[src/rtl/frg_pkg.sv]
// Purpose: Shared constants and types of the flash rewrite guard
// Assumes: Byte-wide register port, 4-bit register index
// Notes: Offsets are register indexes on the plain register port
package frg_pkg;
  // ****************************************
  // Register map
  // ****************************************
  localparam logic [3:0] REG_MODE_A = 4'h0;
  localparam logic [3:0] REG_MODE_B = 4'h1;
  localparam logic [3:0] REG_PROC_B = 4'h2;
  localparam logic [3:0] REG_PROTECT = 4'h3;
  localparam logic [3:0] REG_STATUS = 4'h4;
  // Mode A fields
  localparam int MA_READY = 0;
  localparam int MA_ENABLE = 1;
  localparam int MA_LOCK_DIS = 2;
  localparam int MA_PROG_ERR = 6;
  localparam int MA_ERASE_ERR = 7;
  localparam logic [7:0] MODE_A_RESET = 8'h01;
  // Mode B fields
  localparam int MB_VARIANT = 1;
  localparam int MB_ROUTINE_LSB = 4;
  // Processor mode B fields
  localparam int PB_BLOCK_A = 0;
  localparam int PB_EXPAND = 3;
  // Status register fields
  localparam int SR_READY = 7;
  localparam int SR_ERASE_ERR = 5;
  localparam int SR_PROG_ERR = 4;
  // Protect byte
  localparam logic [7:0] PROTECT_RESET = 8'hFF;
  localparam logic [7:0] PROTECT_ERASED = 8'hFF;
  localparam logic [7:0] PROTECT_ZERO = 8'h00;
  localparam logic [1:0] LEVEL_OPEN = 2'h3;
  localparam logic [5:0] PROTECT_LOW_SET = 6'h3F;
  localparam logic [3:0] PROTECT_BLOCK = 4'h0;
  // Extended area in the large memory arrangement
  localparam logic [19:0] EXT_LO = 20'h40000;
  localparam logic [19:0] EXT_HI = 20'hBFFFF;
  // Identification code
  localparam int ID_BYTES = 7;
  localparam logic [31:0] VECTOR_BLANK = 32'hFFFFFFFF;
  // ****************************************
  // Types
  // ****************************************
  typedef enum logic [2:0] {
    CMD_PROGRAM = 3'h0,
    CMD_BLOCK_ERASE = 3'h1,
    CMD_ERASE_ALL = 3'h2,
    CMD_READ_STATUS = 3'h3,
    CMD_CLEAR_STATUS = 3'h4,
    CMD_READ_ARRAY = 3'h5
  } frg_cmd_code_type;
  typedef struct packed {
    frg_cmd_code_type code;
    logic [3:0] block;
    logic boot_area;
  } frg_cmd_type;
  typedef enum logic [1:0] {
    ST_IDLE = 2'b01,
    ST_BUSY = 2'b10
  } frg_state_type;
endpackage

[src/rtl/frg_guard.sv]
// Purpose: Flash rewrite protection and CPU rewrite mode control
// Assumes: Flash engine and programmer link run on clk; mode pins are async
// Notes: Commands are gated here, the flash engine does the array work
//
// Summary of operation
// - Parallel programmer blocked unless protect level field reads 11b.
// - Erasing the protect byte's block leaves it FFh.
// - Protect byte 00h or FFh means protection off.
// - Serial programmer commands refused on identification mismatch.
// - Blank reset vector FFFFFFFFh skips the identification check.
// - Seven identification bytes sit at fixed flash addresses.
// - CPU rewrite never programs or erases the boot area.
// - Flash commands accepted only with CPU rewrite enabled.
// - Variant select zero picks the RAM-resident variant.
// - ROM-resident variant refuses program or erase on routine block.
// - ROM-resident erase-all refused if routine unlocked or lock disabled.
// - Read-status command refused in the ROM-resident variant.
// - After an operation: read-status (RAM) or read-array (ROM) mode.
// - CPU held during ROM-resident operations only.
// - Ready and error bits in mode register and status register.
// - Rewrite enable forces block-A enable and area expansion to one.
// - Extended area unusable without expansion in large arrangement.
// - Variant select one, after enable, picks the ROM-resident variant.
// - Program error flag set on failed program, else zero.
//
// The plain strobed port and the register addresses are this design's own decisions.
`timescale 1ns/1ps
module frg_guard
(
  input wire logic clk,
  input wire logic rst,
  input wire logic ce,
  input wire logic [3:0] addr,
  input wire logic [7:0] wdata,
  input wire logic wr,
  input wire logic rd,
  output logic [7:0] rdata,
  input wire frg_pkg::frg_cmd_type cmd,
  input wire logic cmd_valid,
  output logic cmd_accept,
  output logic op_start,
  output frg_pkg::frg_cmd_type op_cmd,
  input wire logic op_done,
  input wire logic op_fail,
  input wire logic routine_unlocked,
  output logic read_mode_status,
  output logic cpu_hold,
  output logic block_a_en,
  output logic area_expand,
  input wire logic [19:0] ext_addr,
  output logic ext_blocked,
  input wire logic serial_mode_pin,
  input wire logic parallel_mode_pin,
  input wire logic large_map_pin,
  input wire logic par_req,
  output logic par_grant,
  input wire logic id_byte_valid,
  input wire logic [7:0] id_byte,
  input wire logic [55:0] id_stored,
  input wire logic [31:0] reset_vector,
  input wire logic prog_cmd_valid,
  output logic prog_cmd_accept
);
  // ****************************************
  // Pin synchronisers
  // ****************************************
  logic [2:0] s1_reg;
  logic [2:0] s2_reg;
  logic [2:0] s3_reg;
  logic [2:0] pin_reg;
  logic [2:0] pin_next;
  always_comb
  begin
    pin_next = pin_reg;
    for (int i = 0; i < 3; i++)
    begin
      if (s2_reg[i] == s3_reg[i])
      begin
        pin_next[i] = s3_reg[i];
      end
    end
  end
  always_ff @(posedge clk or posedge rst)
  begin
    if (rst)
    begin
      s1_reg <= 3'h0;
      s2_reg <= 3'h0;
      s3_reg <= 3'h0;
      pin_reg <= 3'h0;
    end
    else if (ce)
    begin
      s1_reg <= {large_map_pin, parallel_mode_pin, serial_mode_pin};
      s2_reg <= s1_reg;
      s3_reg <= s2_reg;
      pin_reg <= pin_next;
    end
  end
  logic serial_mode;
  logic parallel_mode;
  logic large_map;
  assign serial_mode = pin_reg[0];
  assign parallel_mode = pin_reg[1];
  assign large_map = pin_reg[2];

  // ****************************************
  // Control registers and sequencer
  // ****************************************
  frg_pkg::frg_state_type state_reg;
  frg_pkg::frg_state_type state_next;
  logic enable_reg;
  logic enable_next;
  logic en_arm_reg;
  logic en_arm_next;
  logic lock_dis_reg;
  logic lock_dis_next;
  logic ld_arm_reg;
  logic ld_arm_next;
  logic variant_reg;
  logic variant_next;
  logic var_arm_reg;
  logic var_arm_next;
  logic [3:0] routine_reg;
  logic [3:0] routine_next;
  logic block_a_reg;
  logic block_a_next;
  logic expand_reg;
  logic expand_next;
  logic prog_err_reg;
  logic prog_err_next;
  logic erase_err_reg;
  logic erase_err_next;
  logic [7:0] protect_reg;
  logic [7:0] protect_next;
  logic rstat_reg;
  logic rstat_next;
  logic start_reg;
  logic start_next;
  frg_pkg::frg_cmd_type opc_reg;
  frg_pkg::frg_cmd_type opc_next;
  logic hold_reg;
  logic hold_next;
  logic ext_reg;
  logic ext_next;
  logic [7:0] rdata_reg;
  logic [7:0] rdata_next;
  logic busy;
  logic rom_variant;
  logic protect_active;
  logic [7:0] mode_a;
  logic [7:0] status_val;
  logic refuse;
  logic write_a;
  logic write_b;
  logic done_now;
  logic in_ext;
  logic id_ok;

  function automatic logic is_rewrite(input frg_pkg::frg_cmd_code_type c);
    is_rewrite = (c == frg_pkg::CMD_PROGRAM) || (c == frg_pkg::CMD_BLOCK_ERASE);
  endfunction

  assign busy = (state_reg == frg_pkg::ST_BUSY);
  assign rom_variant = enable_reg && variant_reg;
  assign done_now = busy && op_done;
  assign write_a = wr && (addr == frg_pkg::REG_MODE_A);
  assign write_b = wr && (addr == frg_pkg::REG_MODE_B);
  assign in_ext = (ext_addr >= frg_pkg::EXT_LO) && (ext_addr <= frg_pkg::EXT_HI);
  // Any level other than open, unless the byte reads blank or zero
  assign protect_active = (protect_reg[7:6] != frg_pkg::LEVEL_OPEN)
    && (protect_reg != frg_pkg::PROTECT_ZERO)
    && (protect_reg != frg_pkg::PROTECT_ERASED);
  assign par_grant = par_req && parallel_mode && !protect_active;
  assign prog_cmd_accept = prog_cmd_valid && serial_mode && id_ok;

  always_comb
  begin
    mode_a = 8'h00;
    mode_a[frg_pkg::MA_READY] = !busy;
    mode_a[frg_pkg::MA_ENABLE] = enable_reg;
    mode_a[frg_pkg::MA_LOCK_DIS] = lock_dis_reg;
    mode_a[frg_pkg::MA_PROG_ERR] = prog_err_reg;
    mode_a[frg_pkg::MA_ERASE_ERR] = erase_err_reg;
    status_val = 8'h00;
    status_val[frg_pkg::SR_READY] = !busy;
    status_val[frg_pkg::SR_ERASE_ERR] = erase_err_reg;
    status_val[frg_pkg::SR_PROG_ERR] = prog_err_reg;
  end

  always_comb
  begin
    refuse = !enable_reg || busy;
    if (is_rewrite(cmd.code) && cmd.boot_area)
    begin
      refuse = 1'b1;
    end
    if (rom_variant && is_rewrite(cmd.code) && cmd.block == routine_reg)
    begin
      refuse = 1'b1;
    end
    if (rom_variant && cmd.code == frg_pkg::CMD_ERASE_ALL
      && (routine_unlocked || lock_dis_reg))
    begin
      refuse = 1'b1;
    end
    if (rom_variant && cmd.code == frg_pkg::CMD_READ_STATUS)
    begin
      refuse = 1'b1;
    end
    if (cmd.code > frg_pkg::CMD_READ_ARRAY)
    begin
      refuse = 1'b1;
    end
  end
  assign cmd_accept = cmd_valid && !refuse;

  always_comb
  begin
    state_next = state_reg;
    enable_next = enable_reg;
    en_arm_next = en_arm_reg;
    lock_dis_next = lock_dis_reg;
    ld_arm_next = ld_arm_reg;
    variant_next = variant_reg;
    var_arm_next = var_arm_reg;
    routine_next = routine_reg;
    block_a_next = block_a_reg;
    expand_next = expand_reg;
    prog_err_next = prog_err_reg;
    erase_err_next = erase_err_reg;
    protect_next = protect_reg;
    rstat_next = rstat_reg;
    start_next = 1'b0;
    opc_next = opc_reg;
    rdata_next = 8'h00;
    if (write_a)
    begin
      // Zero then one arms each protected enable
      en_arm_next = !wdata[frg_pkg::MA_ENABLE];
      if (!wdata[frg_pkg::MA_ENABLE])
      begin
        enable_next = 1'b0;
        lock_dis_next = 1'b0;
        variant_next = 1'b0;
      end
      else if (en_arm_reg)
      begin
        enable_next = 1'b1;
      end
      ld_arm_next = !wdata[frg_pkg::MA_LOCK_DIS];
      if (!wdata[frg_pkg::MA_LOCK_DIS])
      begin
        lock_dis_next = 1'b0;
      end
      else if (ld_arm_reg && enable_reg)
      begin
        lock_dis_next = 1'b1;
      end
    end
    if (write_b)
    begin
      routine_next = wdata[frg_pkg::MB_ROUTINE_LSB +: 4];
      var_arm_next = !wdata[frg_pkg::MB_VARIANT];
      if (!wdata[frg_pkg::MB_VARIANT])
      begin
        variant_next = 1'b0;
      end
      else if (var_arm_reg && enable_reg)
      begin
        variant_next = 1'b1;
      end
    end
    if (wr && addr == frg_pkg::REG_PROC_B)
    begin
      // Held back from the outputs while rewrite is enabled
      block_a_next = wdata[frg_pkg::PB_BLOCK_A];
      expand_next = wdata[frg_pkg::PB_EXPAND];
    end
    if (wr && addr == frg_pkg::REG_PROTECT)
    begin
      protect_next = wdata;
    end
    if (rd)
    begin
      case (addr)
        frg_pkg::REG_MODE_A: rdata_next = mode_a;
        frg_pkg::REG_MODE_B: rdata_next = {routine_reg, 2'h0, variant_reg, 1'b0};
        frg_pkg::REG_PROC_B: rdata_next = {4'h0, expand_reg, 2'h0, block_a_reg};
        frg_pkg::REG_PROTECT: rdata_next = protect_reg;
        frg_pkg::REG_STATUS: rdata_next = rom_variant ? 8'h00 : status_val;
        default: rdata_next = 8'h00;
      endcase
    end
    case (state_reg)
      frg_pkg::ST_IDLE:
      begin
        if (cmd_accept)
        begin
          case (cmd.code)
            frg_pkg::CMD_READ_STATUS: rstat_next = 1'b1;
            frg_pkg::CMD_READ_ARRAY: rstat_next = 1'b0;
            frg_pkg::CMD_CLEAR_STATUS:
            begin
              prog_err_next = 1'b0;
              erase_err_next = 1'b0;
            end
            default:
            begin
              start_next = 1'b1;
              opc_next = cmd;
              state_next = frg_pkg::ST_BUSY;
            end
          endcase
        end
      end
      frg_pkg::ST_BUSY:
      begin
        if (op_done)
        begin
          state_next = frg_pkg::ST_IDLE;
          rstat_next = !rom_variant;
          if (opc_reg.code == frg_pkg::CMD_PROGRAM)
          begin
            prog_err_next = op_fail;
          end
          else
          begin
            erase_err_next = op_fail;
            if (!op_fail && (opc_reg.code == frg_pkg::CMD_ERASE_ALL
              || opc_reg.block == frg_pkg::PROTECT_BLOCK))
            begin
              protect_next = frg_pkg::PROTECT_ERASED;
            end
          end
        end
      end
      default: state_next = frg_pkg::ST_IDLE;
    endcase
    hold_next = (state_next == frg_pkg::ST_BUSY) && rom_variant;
    ext_next = in_ext && large_map && !(expand_reg || enable_reg);
  end

  always_ff @(posedge clk or posedge rst)
  begin
    if (rst)
    begin
      state_reg <= frg_pkg::ST_IDLE;
      enable_reg <= 1'b0;
      en_arm_reg <= 1'b0;
      lock_dis_reg <= 1'b0;
      ld_arm_reg <= 1'b0;
      variant_reg <= 1'b0;
      var_arm_reg <= 1'b0;
      routine_reg <= 4'h0;
      block_a_reg <= 1'b0;
      expand_reg <= 1'b0;
      prog_err_reg <= 1'b0;
      erase_err_reg <= 1'b0;
      protect_reg <= frg_pkg::PROTECT_RESET;
      rstat_reg <= 1'b0;
      start_reg <= 1'b0;
      opc_reg <= '0;
      hold_reg <= 1'b0;
      ext_reg <= 1'b0;
      rdata_reg <= 8'h00;
    end
    else if (ce)
    begin
      state_reg <= state_next;
      enable_reg <= enable_next;
      en_arm_reg <= en_arm_next;
      lock_dis_reg <= lock_dis_next;
      ld_arm_reg <= ld_arm_next;
      variant_reg <= variant_next;
      var_arm_reg <= var_arm_next;
      routine_reg <= routine_next;
      block_a_reg <= block_a_next;
      expand_reg <= expand_next;
      prog_err_reg <= prog_err_next;
      erase_err_reg <= erase_err_next;
      protect_reg <= protect_next;
      rstat_reg <= rstat_next;
      start_reg <= start_next;
      opc_reg <= opc_next;
      hold_reg <= hold_next;
      ext_reg <= ext_next;
      rdata_reg <= rdata_next;
    end
  end

  assign rdata = rdata_reg;
  assign op_start = start_reg;
  assign op_cmd = opc_reg;
  assign read_mode_status = rstat_reg;
  assign cpu_hold = hold_reg;
  assign ext_blocked = ext_reg;
  assign block_a_en = block_a_reg || enable_reg;
  assign area_expand = expand_reg || enable_reg;

  // ****************************************
  // Identification check
  // ****************************************
  frg_id_check u_id
  (
    .clk(clk),
    .rst(rst),
    .ce(ce),
    .enable(serial_mode),
    .byte_valid(id_byte_valid),
    .id_byte(id_byte),
    .id_stored(id_stored),
    .reset_vector(reset_vector),
    .id_ok(id_ok)
  );

  // ****************************************
  // Assertions
  // ****************************************
  a_cmd_needs_enable: assert property (@(posedge clk) disable iff (rst)
    cmd_accept |-> enable_reg) else $error("command taken while disabled");
  a_parallel_blocked: assert property (@(posedge clk) disable iff (rst)
    (protect_reg[7:6] != 2'h3 && protect_reg != 8'h00 && protect_reg != 8'hFF)
    |-> !par_grant) else $error("parallel access granted under protection");
  a_protect_off: assert property (@(posedge clk) disable iff (rst)
    (protect_reg == 8'h00 || protect_reg == 8'hFF) && par_req && parallel_mode
    |-> par_grant) else $error("blank protect byte still blocks");
  a_erase_sets_ff: assert property (@(posedge clk) disable iff (rst)
    ce && busy && op_done && !op_fail && opc_reg.code == frg_pkg::CMD_BLOCK_ERASE
    && opc_reg.block == 4'h0 |=> protect_reg == 8'hFF)
    else $error("protect byte not blank after erase");
  a_boot_refused: assert property (@(posedge clk) disable iff (rst)
    cmd_valid && cmd.boot_area && is_rewrite(cmd.code) |-> !cmd_accept)
    else $error("boot area rewrite accepted");
  a_rom_no_status: assert property (@(posedge clk) disable iff (rst)
    cmd_valid && rom_variant && cmd.code == frg_pkg::CMD_READ_STATUS
    |-> !cmd_accept) else $error("read status taken in rom variant");
  a_hold_rom_op: assert property (@(posedge clk) disable iff (rst)
    ce && cmd_accept && rom_variant && is_rewrite(cmd.code)
    |=> cpu_hold && op_start) else $error("cpu not held for rom operation");
  a_prog_err_flag: assert property (@(posedge clk) disable iff (rst)
    ce && busy && op_done && opc_reg.code == frg_pkg::CMD_PROGRAM
    |=> prog_err_reg == $past(op_fail)) else $error("program error flag wrong");
  a_mode_after_op: assert property (@(posedge clk) disable iff (rst)
    ce && busy && op_done |=> read_mode_status == !$past(rom_variant))
    else $error("wrong read mode after operation");
  a_enable_forces: assert property (@(posedge clk) disable iff (rst)
    enable_reg |-> block_a_en && area_expand) else $error("area bits not forced");
  a_id_reject: assert property (@(posedge clk) disable iff (rst)
    prog_cmd_valid && reset_vector != 32'hFFFFFFFF && !u_id.match_reg
    |-> !prog_cmd_accept) else $error("programmer command taken on mismatch");
endmodule // frg_guard

[src/rtl/frg_id_check.sv]
// Purpose: Collects the programmer identification code and compares it
// Assumes: Bytes arrive on clk, first byte first
// Notes: A blank reset vector makes the check pass without bytes
`timescale 1ns/1ps
module frg_id_check
(
  input wire logic clk,
  input wire logic rst,
  input wire logic ce,
  input wire logic enable,
  input wire logic byte_valid,
  input wire logic [7:0] id_byte,
  input wire logic [55:0] id_stored,
  input wire logic [31:0] reset_vector,
  output logic id_ok
);
  logic [2:0] count_reg;
  logic [2:0] count_next;
  logic [55:0] shift_reg;
  logic [55:0] shift_next;
  logic match_reg;
  logic match_next;
  // ****************************************
  // Collection and compare
  // ****************************************
  always_comb
  begin
    count_next = count_reg;
    shift_next = shift_reg;
    match_next = match_reg;
    if (!enable)
    begin
      count_next = 3'h0;
      match_next = 1'b0;
    end
    else if (byte_valid && count_reg < 3'(frg_pkg::ID_BYTES))
    begin
      // First byte lands in the low byte
      shift_next = {id_byte, shift_reg[55:8]};
      count_next = count_reg + 3'h1;
      if (count_reg == 3'(frg_pkg::ID_BYTES - 1))
      begin
        match_next = ({id_byte, shift_reg[55:8]} == id_stored);
      end
    end
  end
  always_ff @(posedge clk or posedge rst)
  begin
    if (rst)
    begin
      count_reg <= 3'h0;
      shift_reg <= 56'h0;
      match_reg <= 1'b0;
    end
    else if (ce)
    begin
      count_reg <= count_next;
      shift_reg <= shift_next;
      match_reg <= match_next;
    end
  end
  assign id_ok = match_reg || (reset_vector == frg_pkg::VECTOR_BLANK);
endmodule // frg_id_check

[config.mk]
export PLATFORM = sky130hd
export DESIGN_NAME = frg_guard
export DESIGN_NICKNAME = d
export VERILOG_FILES = /design/src/rtl/frg_pkg.sv /design/src/rtl/frg_guard.sv /design/src/rtl/frg_id_check.sv
export SDC_FILE = /design/constraint.sdc
export NUM_CORES = 1
export LEC_CHECK = 0
export BUFFER_PORTS_ARGS = -buffer_cell sky130_fd_sc_hd__buf_2
export CORE_MARGIN = 8
export CORE_UTILIZATION = 55
export CTS_CLUSTER_SIZE = 40
export DETAILED_ROUTE_END_ITERATION = 16
export MAX_ROUTING_LAYER = met4
export PLACE_DENSITY = 0.85
export SKIP_LAST_GASP = 1
export SYNTH_ARGS = -nofsm -noshare
export SYNTH_HDL_FRONTEND = slang
export SYNTH_SLANG_ARGS = --single-unit
[constraint.sdc]
create_clock -name clk -period 6.95 [get_ports clk]
set_input_delay 0.695 -clock clk [delete_from_list [all_inputs] [get_ports clk]]
set_output_delay 0.695 -clock clk [all_outputs]
set_load 0.02 [all_outputs]
# Yosys cells after proc, flatten, opt, wreduce, memory -nomap -nowiden
# Index checks and enable logic that the tools add are counted.
# op_classes
add_sub_neg	1
n_lt_le_gt_ge	4
n_eq_ne	32
muxes	47
n_bitwise	1
n_reduce_logical	64
# ops
cell	n
$eq A56 B56 Y1	1
$mux W8	7
$pmux W8 S5	1
$eq A32 B32 Y1 const B	1
$mux W1	29
$logic_and A1 B1 Y1	26
$ge A20 B19 Y1 const B	1
$le A20 B20 Y1 const B	1
$reduce_and A2 Y1	7
$reduce_and A3 Y1	4
$reduce_and A6 Y1	2
$ne A2 B1 Y1 const B	5
$eq A3 B2 Y1 const B	3
$eq A3 B3 Y1 const B	3
$logic_not A1 Y1	9
$eq A4 B2 Y1 const B	2
$logic_not A4 Y1	2
$ne A2 B2 Y1 const B	4
$ne A8 B8 Y1 const B	1
$pmux W1 S2	4
$reduce_bool A8 Y1	1
$logic_or A1 B1 Y1	7
$logic_not A3 Y1	2
$mux W2	3
other kinds (18)	23
# totals
reg_bits	116
inputBits	151
out_inout_bits	25
elab_cells	179

# Logic depth before layout (Yosys ltp)
# depth
depth_word	14
mapped_depth	8
depth_no_buf	7

# Cells and area by module
# A second synthesis with hierarchy kept.
# unflattened
cells_unflattened	494
area_unflattened_um2	5534.1
# by_module_without_submodules
module	n_inst	cells_each	area_per_inst_um2	seq_area_each_um2
frg_guard	1	259	2797.7	1412.6
frg_id_check	1	235	2736.4	1301.2

# Worst setup path after synthesis
# Ideal clock, no wire load.
# synth_path
kind	reg-to-output
start	reg state_reg[0]
end	out cmd_accept
arrival_ns	1.731
required_ns	6.255
slack_ns	4.524
path_stages_with_launch	8
path_buffers	1
path_cell_list	dfstp_2 -> inv_1 -> ha_1 -> buf_4 -> nand3b_4 -> a211o_1 -> nor2_2 -> and2_2
# synth_between
elab_chain_cells	9
# synth_rtl
item	line_no	text
start, declared	frg_guard.sv:110	frg_pkg::frg_state_type state_reg;
start signal, assigned	frg_guard.sv:348	state_reg <= frg_pkg::ST_IDLE;
start signal, assigned	frg_guard.sv:370	state_reg <= state_next;
$eq A2 B2 Y1	frg_guard.sv:164	assign busy = (state_reg == frg_pkg::ST_BUSY);
$logic_or A1 B1 Y1	frg_guard.sv:193	refuse = !enable_reg || busy;
$mux W1	frg_guard.sv:194	if (is_rewrite(cmd.code) && cmd.boot_area)
$mux W1	frg_guard.sv:198	if (rom_variant && is_rewrite(cmd.code) && cmd.block == routine_reg)
$mux W1	frg_guard.sv:202	if (rom_variant && cmd.code == frg_pkg::CMD_ERASE_ALL
$mux W1	frg_guard.sv:207	if (rom_variant && cmd.code == frg_pkg::CMD_READ_STATUS)
$mux W1	frg_guard.sv:211	if (cmd.code > frg_pkg::CMD_READ_ARRAY)
$logic_not A1 Y1	frg_guard.sv:216	assign cmd_accept = cmd_valid && !refuse;
$logic_and A1 B1 Y1	frg_guard.sv:216	
end, declared	frg_guard.sv:40	output logic cmd_accept,
# Every way passes these cells.

# Final worst setup path
# Same ends and word-level chain as after synthesis.

==> qor.yml <==
status:
  status: "finished clean"
timing:
  hold_viol: 0
  tightest_slew_ns: 0.821
  period_share_pct: 44.2
  fmax_mhz: 326
  fin_crit_ns: 3.07
  final_max_slew_viol_count: 0
  worst_slack_ns: 3.88
  finalSetupViolCount: 0
  rsz0062_at_grt: "no"
  skew_ns: 0.00640
  relSlewSlack_pct: 44.8
  finalSetupTns_ns: 0
synthesis:
  ys_ff_latch: 108
  yosysMostFrequentCell: "dfrtp_1"
  synthCells: 495
  synthArstFlopShare_pct: 100
  yosysTopAreaCellShare_pct: 44.6
  yosysTopAreaCell: "dfrtp_1"
  synth_nets: 650
  yosys_most_used_dff: "dfrtp_1"
  yosysSeqAreaShare_pct: 48.9
  synthTopCellsByArea: "dfrtp_1, mux2_2, xnor2_1, dfstp_2, nand4_1"
  synth_area_per_cell_um2: 11.2
  ys_warn_count: 0
  syn-cell-area_um2: 5550
  ys_top_cells_by_count: "dfrtp_1, mux2_2, xnor2_1, nand2_1"
  synth-edff-count: 0
  yosysUniqueCellTypes: 56
power_and_ir_drop:
  sw_frac_of_total_pct: 33.2
  leakagePower_nw: 3.14
  power_density_nw_per_um2: 303
  irDropWorstVdd_mv: 0.194
  power.share.combinational_pct: 29.0
  seq_power_share_pct: 49.9
  switchingPower_uw: 673
  clockPowerShare_pct: 21.1
  p_int_mw: 1.35
grt:
  grt_pass1_wl_um: 23000
  track_usage_pct: 22.4
  antenna_found_initial: 2
  grt_pass1_vias: 4795
  grt_overflow_total: 0
  grt_max_degree: 57
layout:
  nNetsFinal: 804
  layout-drive-gt1-share_pct: 40.8
  largest_reg_flops: 48
  final_cell_area_um2: 6680
  nFillCells: 756
  area_growth_pct: 20.3
hold_path:
  hp-class: "in -> async"
critical_path:
  worstPathArrival_ns: 2.37
  crit_start: "state_reg[0]$_DFFE_PP1P_"
  crit_fanout: 9
  crit_required_ns: 6.25
  end_kind: "primary output"
  cp-start-kind: "flop"
  r2r-start: "state_reg[0]$_DFFE_PP1P_"
  critical_path_class: "reg -> out"
job:
  cap_viol_max_count: 0
clock_tree:
  cts_root_buf: "clkbuf_8"
  cts_hold_buf: 0
  cts_sinks: 108
  cts_max_level: 3
  numCtsBuffers: 9
  cts_resized: 0
  clock_latency_ns: 0.37
  cts_tree: "built"
  clk_pin_slew_ns: 0.10
  post_cts_buffers: 0
  clk_path_buf_depth: 2
drt:
  via_count: 4420
  routedWlPerCell_um: 18.2
  wl_um: 14400
  drc: 0
  viasPerCell: 5.60
  dr.first_iter.drc_count: 294
  antenna_left: 0
  drt_pass1_iterations: 4
floorplanning:
  dieHeight_um: 116
  die_area_um2: 13600
  fp.dieW_um: 116
  row_count: 36
  ios: 176
  start_util_pct: 56.8
  core_um2: 9770
placement:
  dp_hpwl_um: 11000
  port_buffers: 157
  gp_congestion: 0.929
  post-place-ws_ns: 4.31
  placed_cell_area_um2: 6450
## cells by family (layout without fill, tap and decap cells)
kind of cell               count (synthesis)  count (layout)  share of synthesized area (%)
adders and majority gates                  4               4                          0.902
other                                      0               2                              0
xor gates and xnor gates                  47              47                           7.41
buffers and inverters                     41             200                           2.98
AOI/OAI and AO/OA                         80              80                           9.58
and+or+nand+nor                          134             134                           14.1
muxes                                     81              81                           16.1
DFF                                      108             108                           48.9
## metal layers
metal / wire length, um / share of wire [%] / up-vias / GRT usage, %
li1: - / - / 2093 / -
met1: 5910 / 41 / 2141 / 27.1
met2: 7160 / 50 / 164 / 36.7
met3: 1020 / 7.1 / 22 / 3.67
met4: 281 / 2.0 / 0 / 9.16
met5: 0 / 0 / - / -
## critical path, cell delays in order (launching register included)
cell	delay, ns
dfstp_2	0.58
inv_1	0.07
ha_1	0.32
nand3b_4	0.21
a211o_1	0.27
nor2_2	0.21
and2_2	0.18
buf_2	0.16
## cells in the final DEF, fill, tap and decap left out, drive strengths merged, types with 3 or more instances in the layout
cell type  count
nor4          13
o221ai         3
inv           26
ha             4
o31ai          3
a2111o         3
and3           3
nand2b        10
xnor2         37
nor2b          9
dfrtp         99
and2           3
clkbuf         9
nand4         24
mux2i         13
nand3b         4
dfstp          9
nand2         29
xor2          10
a22oi          3
buf          159
or2            3
nor2          18
clkinvlp       3
mux2          68
nor3           3
a21oi         16
o2bb2ai        8
o21ai         25
o22ai          3
nand3          6
## area by class of cell
cell class                 instances  area, um^2  area share [%]
inverter                          25        96.3            1.44
tap                              133         166            2.49
timing repair buffer             159         801            12.0
clock buffer                       9         124            1.85
multi-input combinational        346        2670            40.0
sequential                       108        2710            40.6
clock inverter                     7         100            1.50
antenna                            2        5.00          0.0749
## power groups by stage
| stage | sequential, mW | clock [mW] | combinational (mW) |
|---|---|---|---|
| after floorplan | 0.971 | 0 | 0.434 |
| after global placement | 1.01 | 0 | 0.555 |
| after detailed placement | 1.02 | 0 | 0.583 |
| after CTS | 1.01 | 0.433 | 0.592 |
| after global routing | 1.04 | 0.459 | 0.648 |
| final | 1.01 | 0.427 | 0.589 |
## path summary, 6_finish.rpt
path | to | slack [ns] | depth (start not counted)
hold reg to reg | rdata[1]$_DFFE_PP0P_ | 0.49 | 1
hold / removal | u_id.shift_reg[26]$_DFFE_PP0P_ | 0.40 | 2
max in group asynchronous | s3_reg[2]$_DFFE_PP0P_ | 5.41 | 3
setup / recovery | cmd_accept | 3.88 | 7
min in group clk | rdata[1]$_DFFE_PP0P_ | 0.49 | 1
setup reg to reg | op_cmd[6]$_DFFE_PP0P_ | 4.60 | 7
## metrics by stage
step	util [%]	power (mW)	std cells	hold WS (ns)
global placement	66.0	1.56	771	0.461
floorplan	-	1.41	495	0.448
global route	68.3	2.15	789	0.439
finish	68.3	2.03	789	0.397
detailed placement	66.0	1.60	771	0.469
CTS	68.3	2.04	787	0.414
Power figures use the tool's default switching activity.
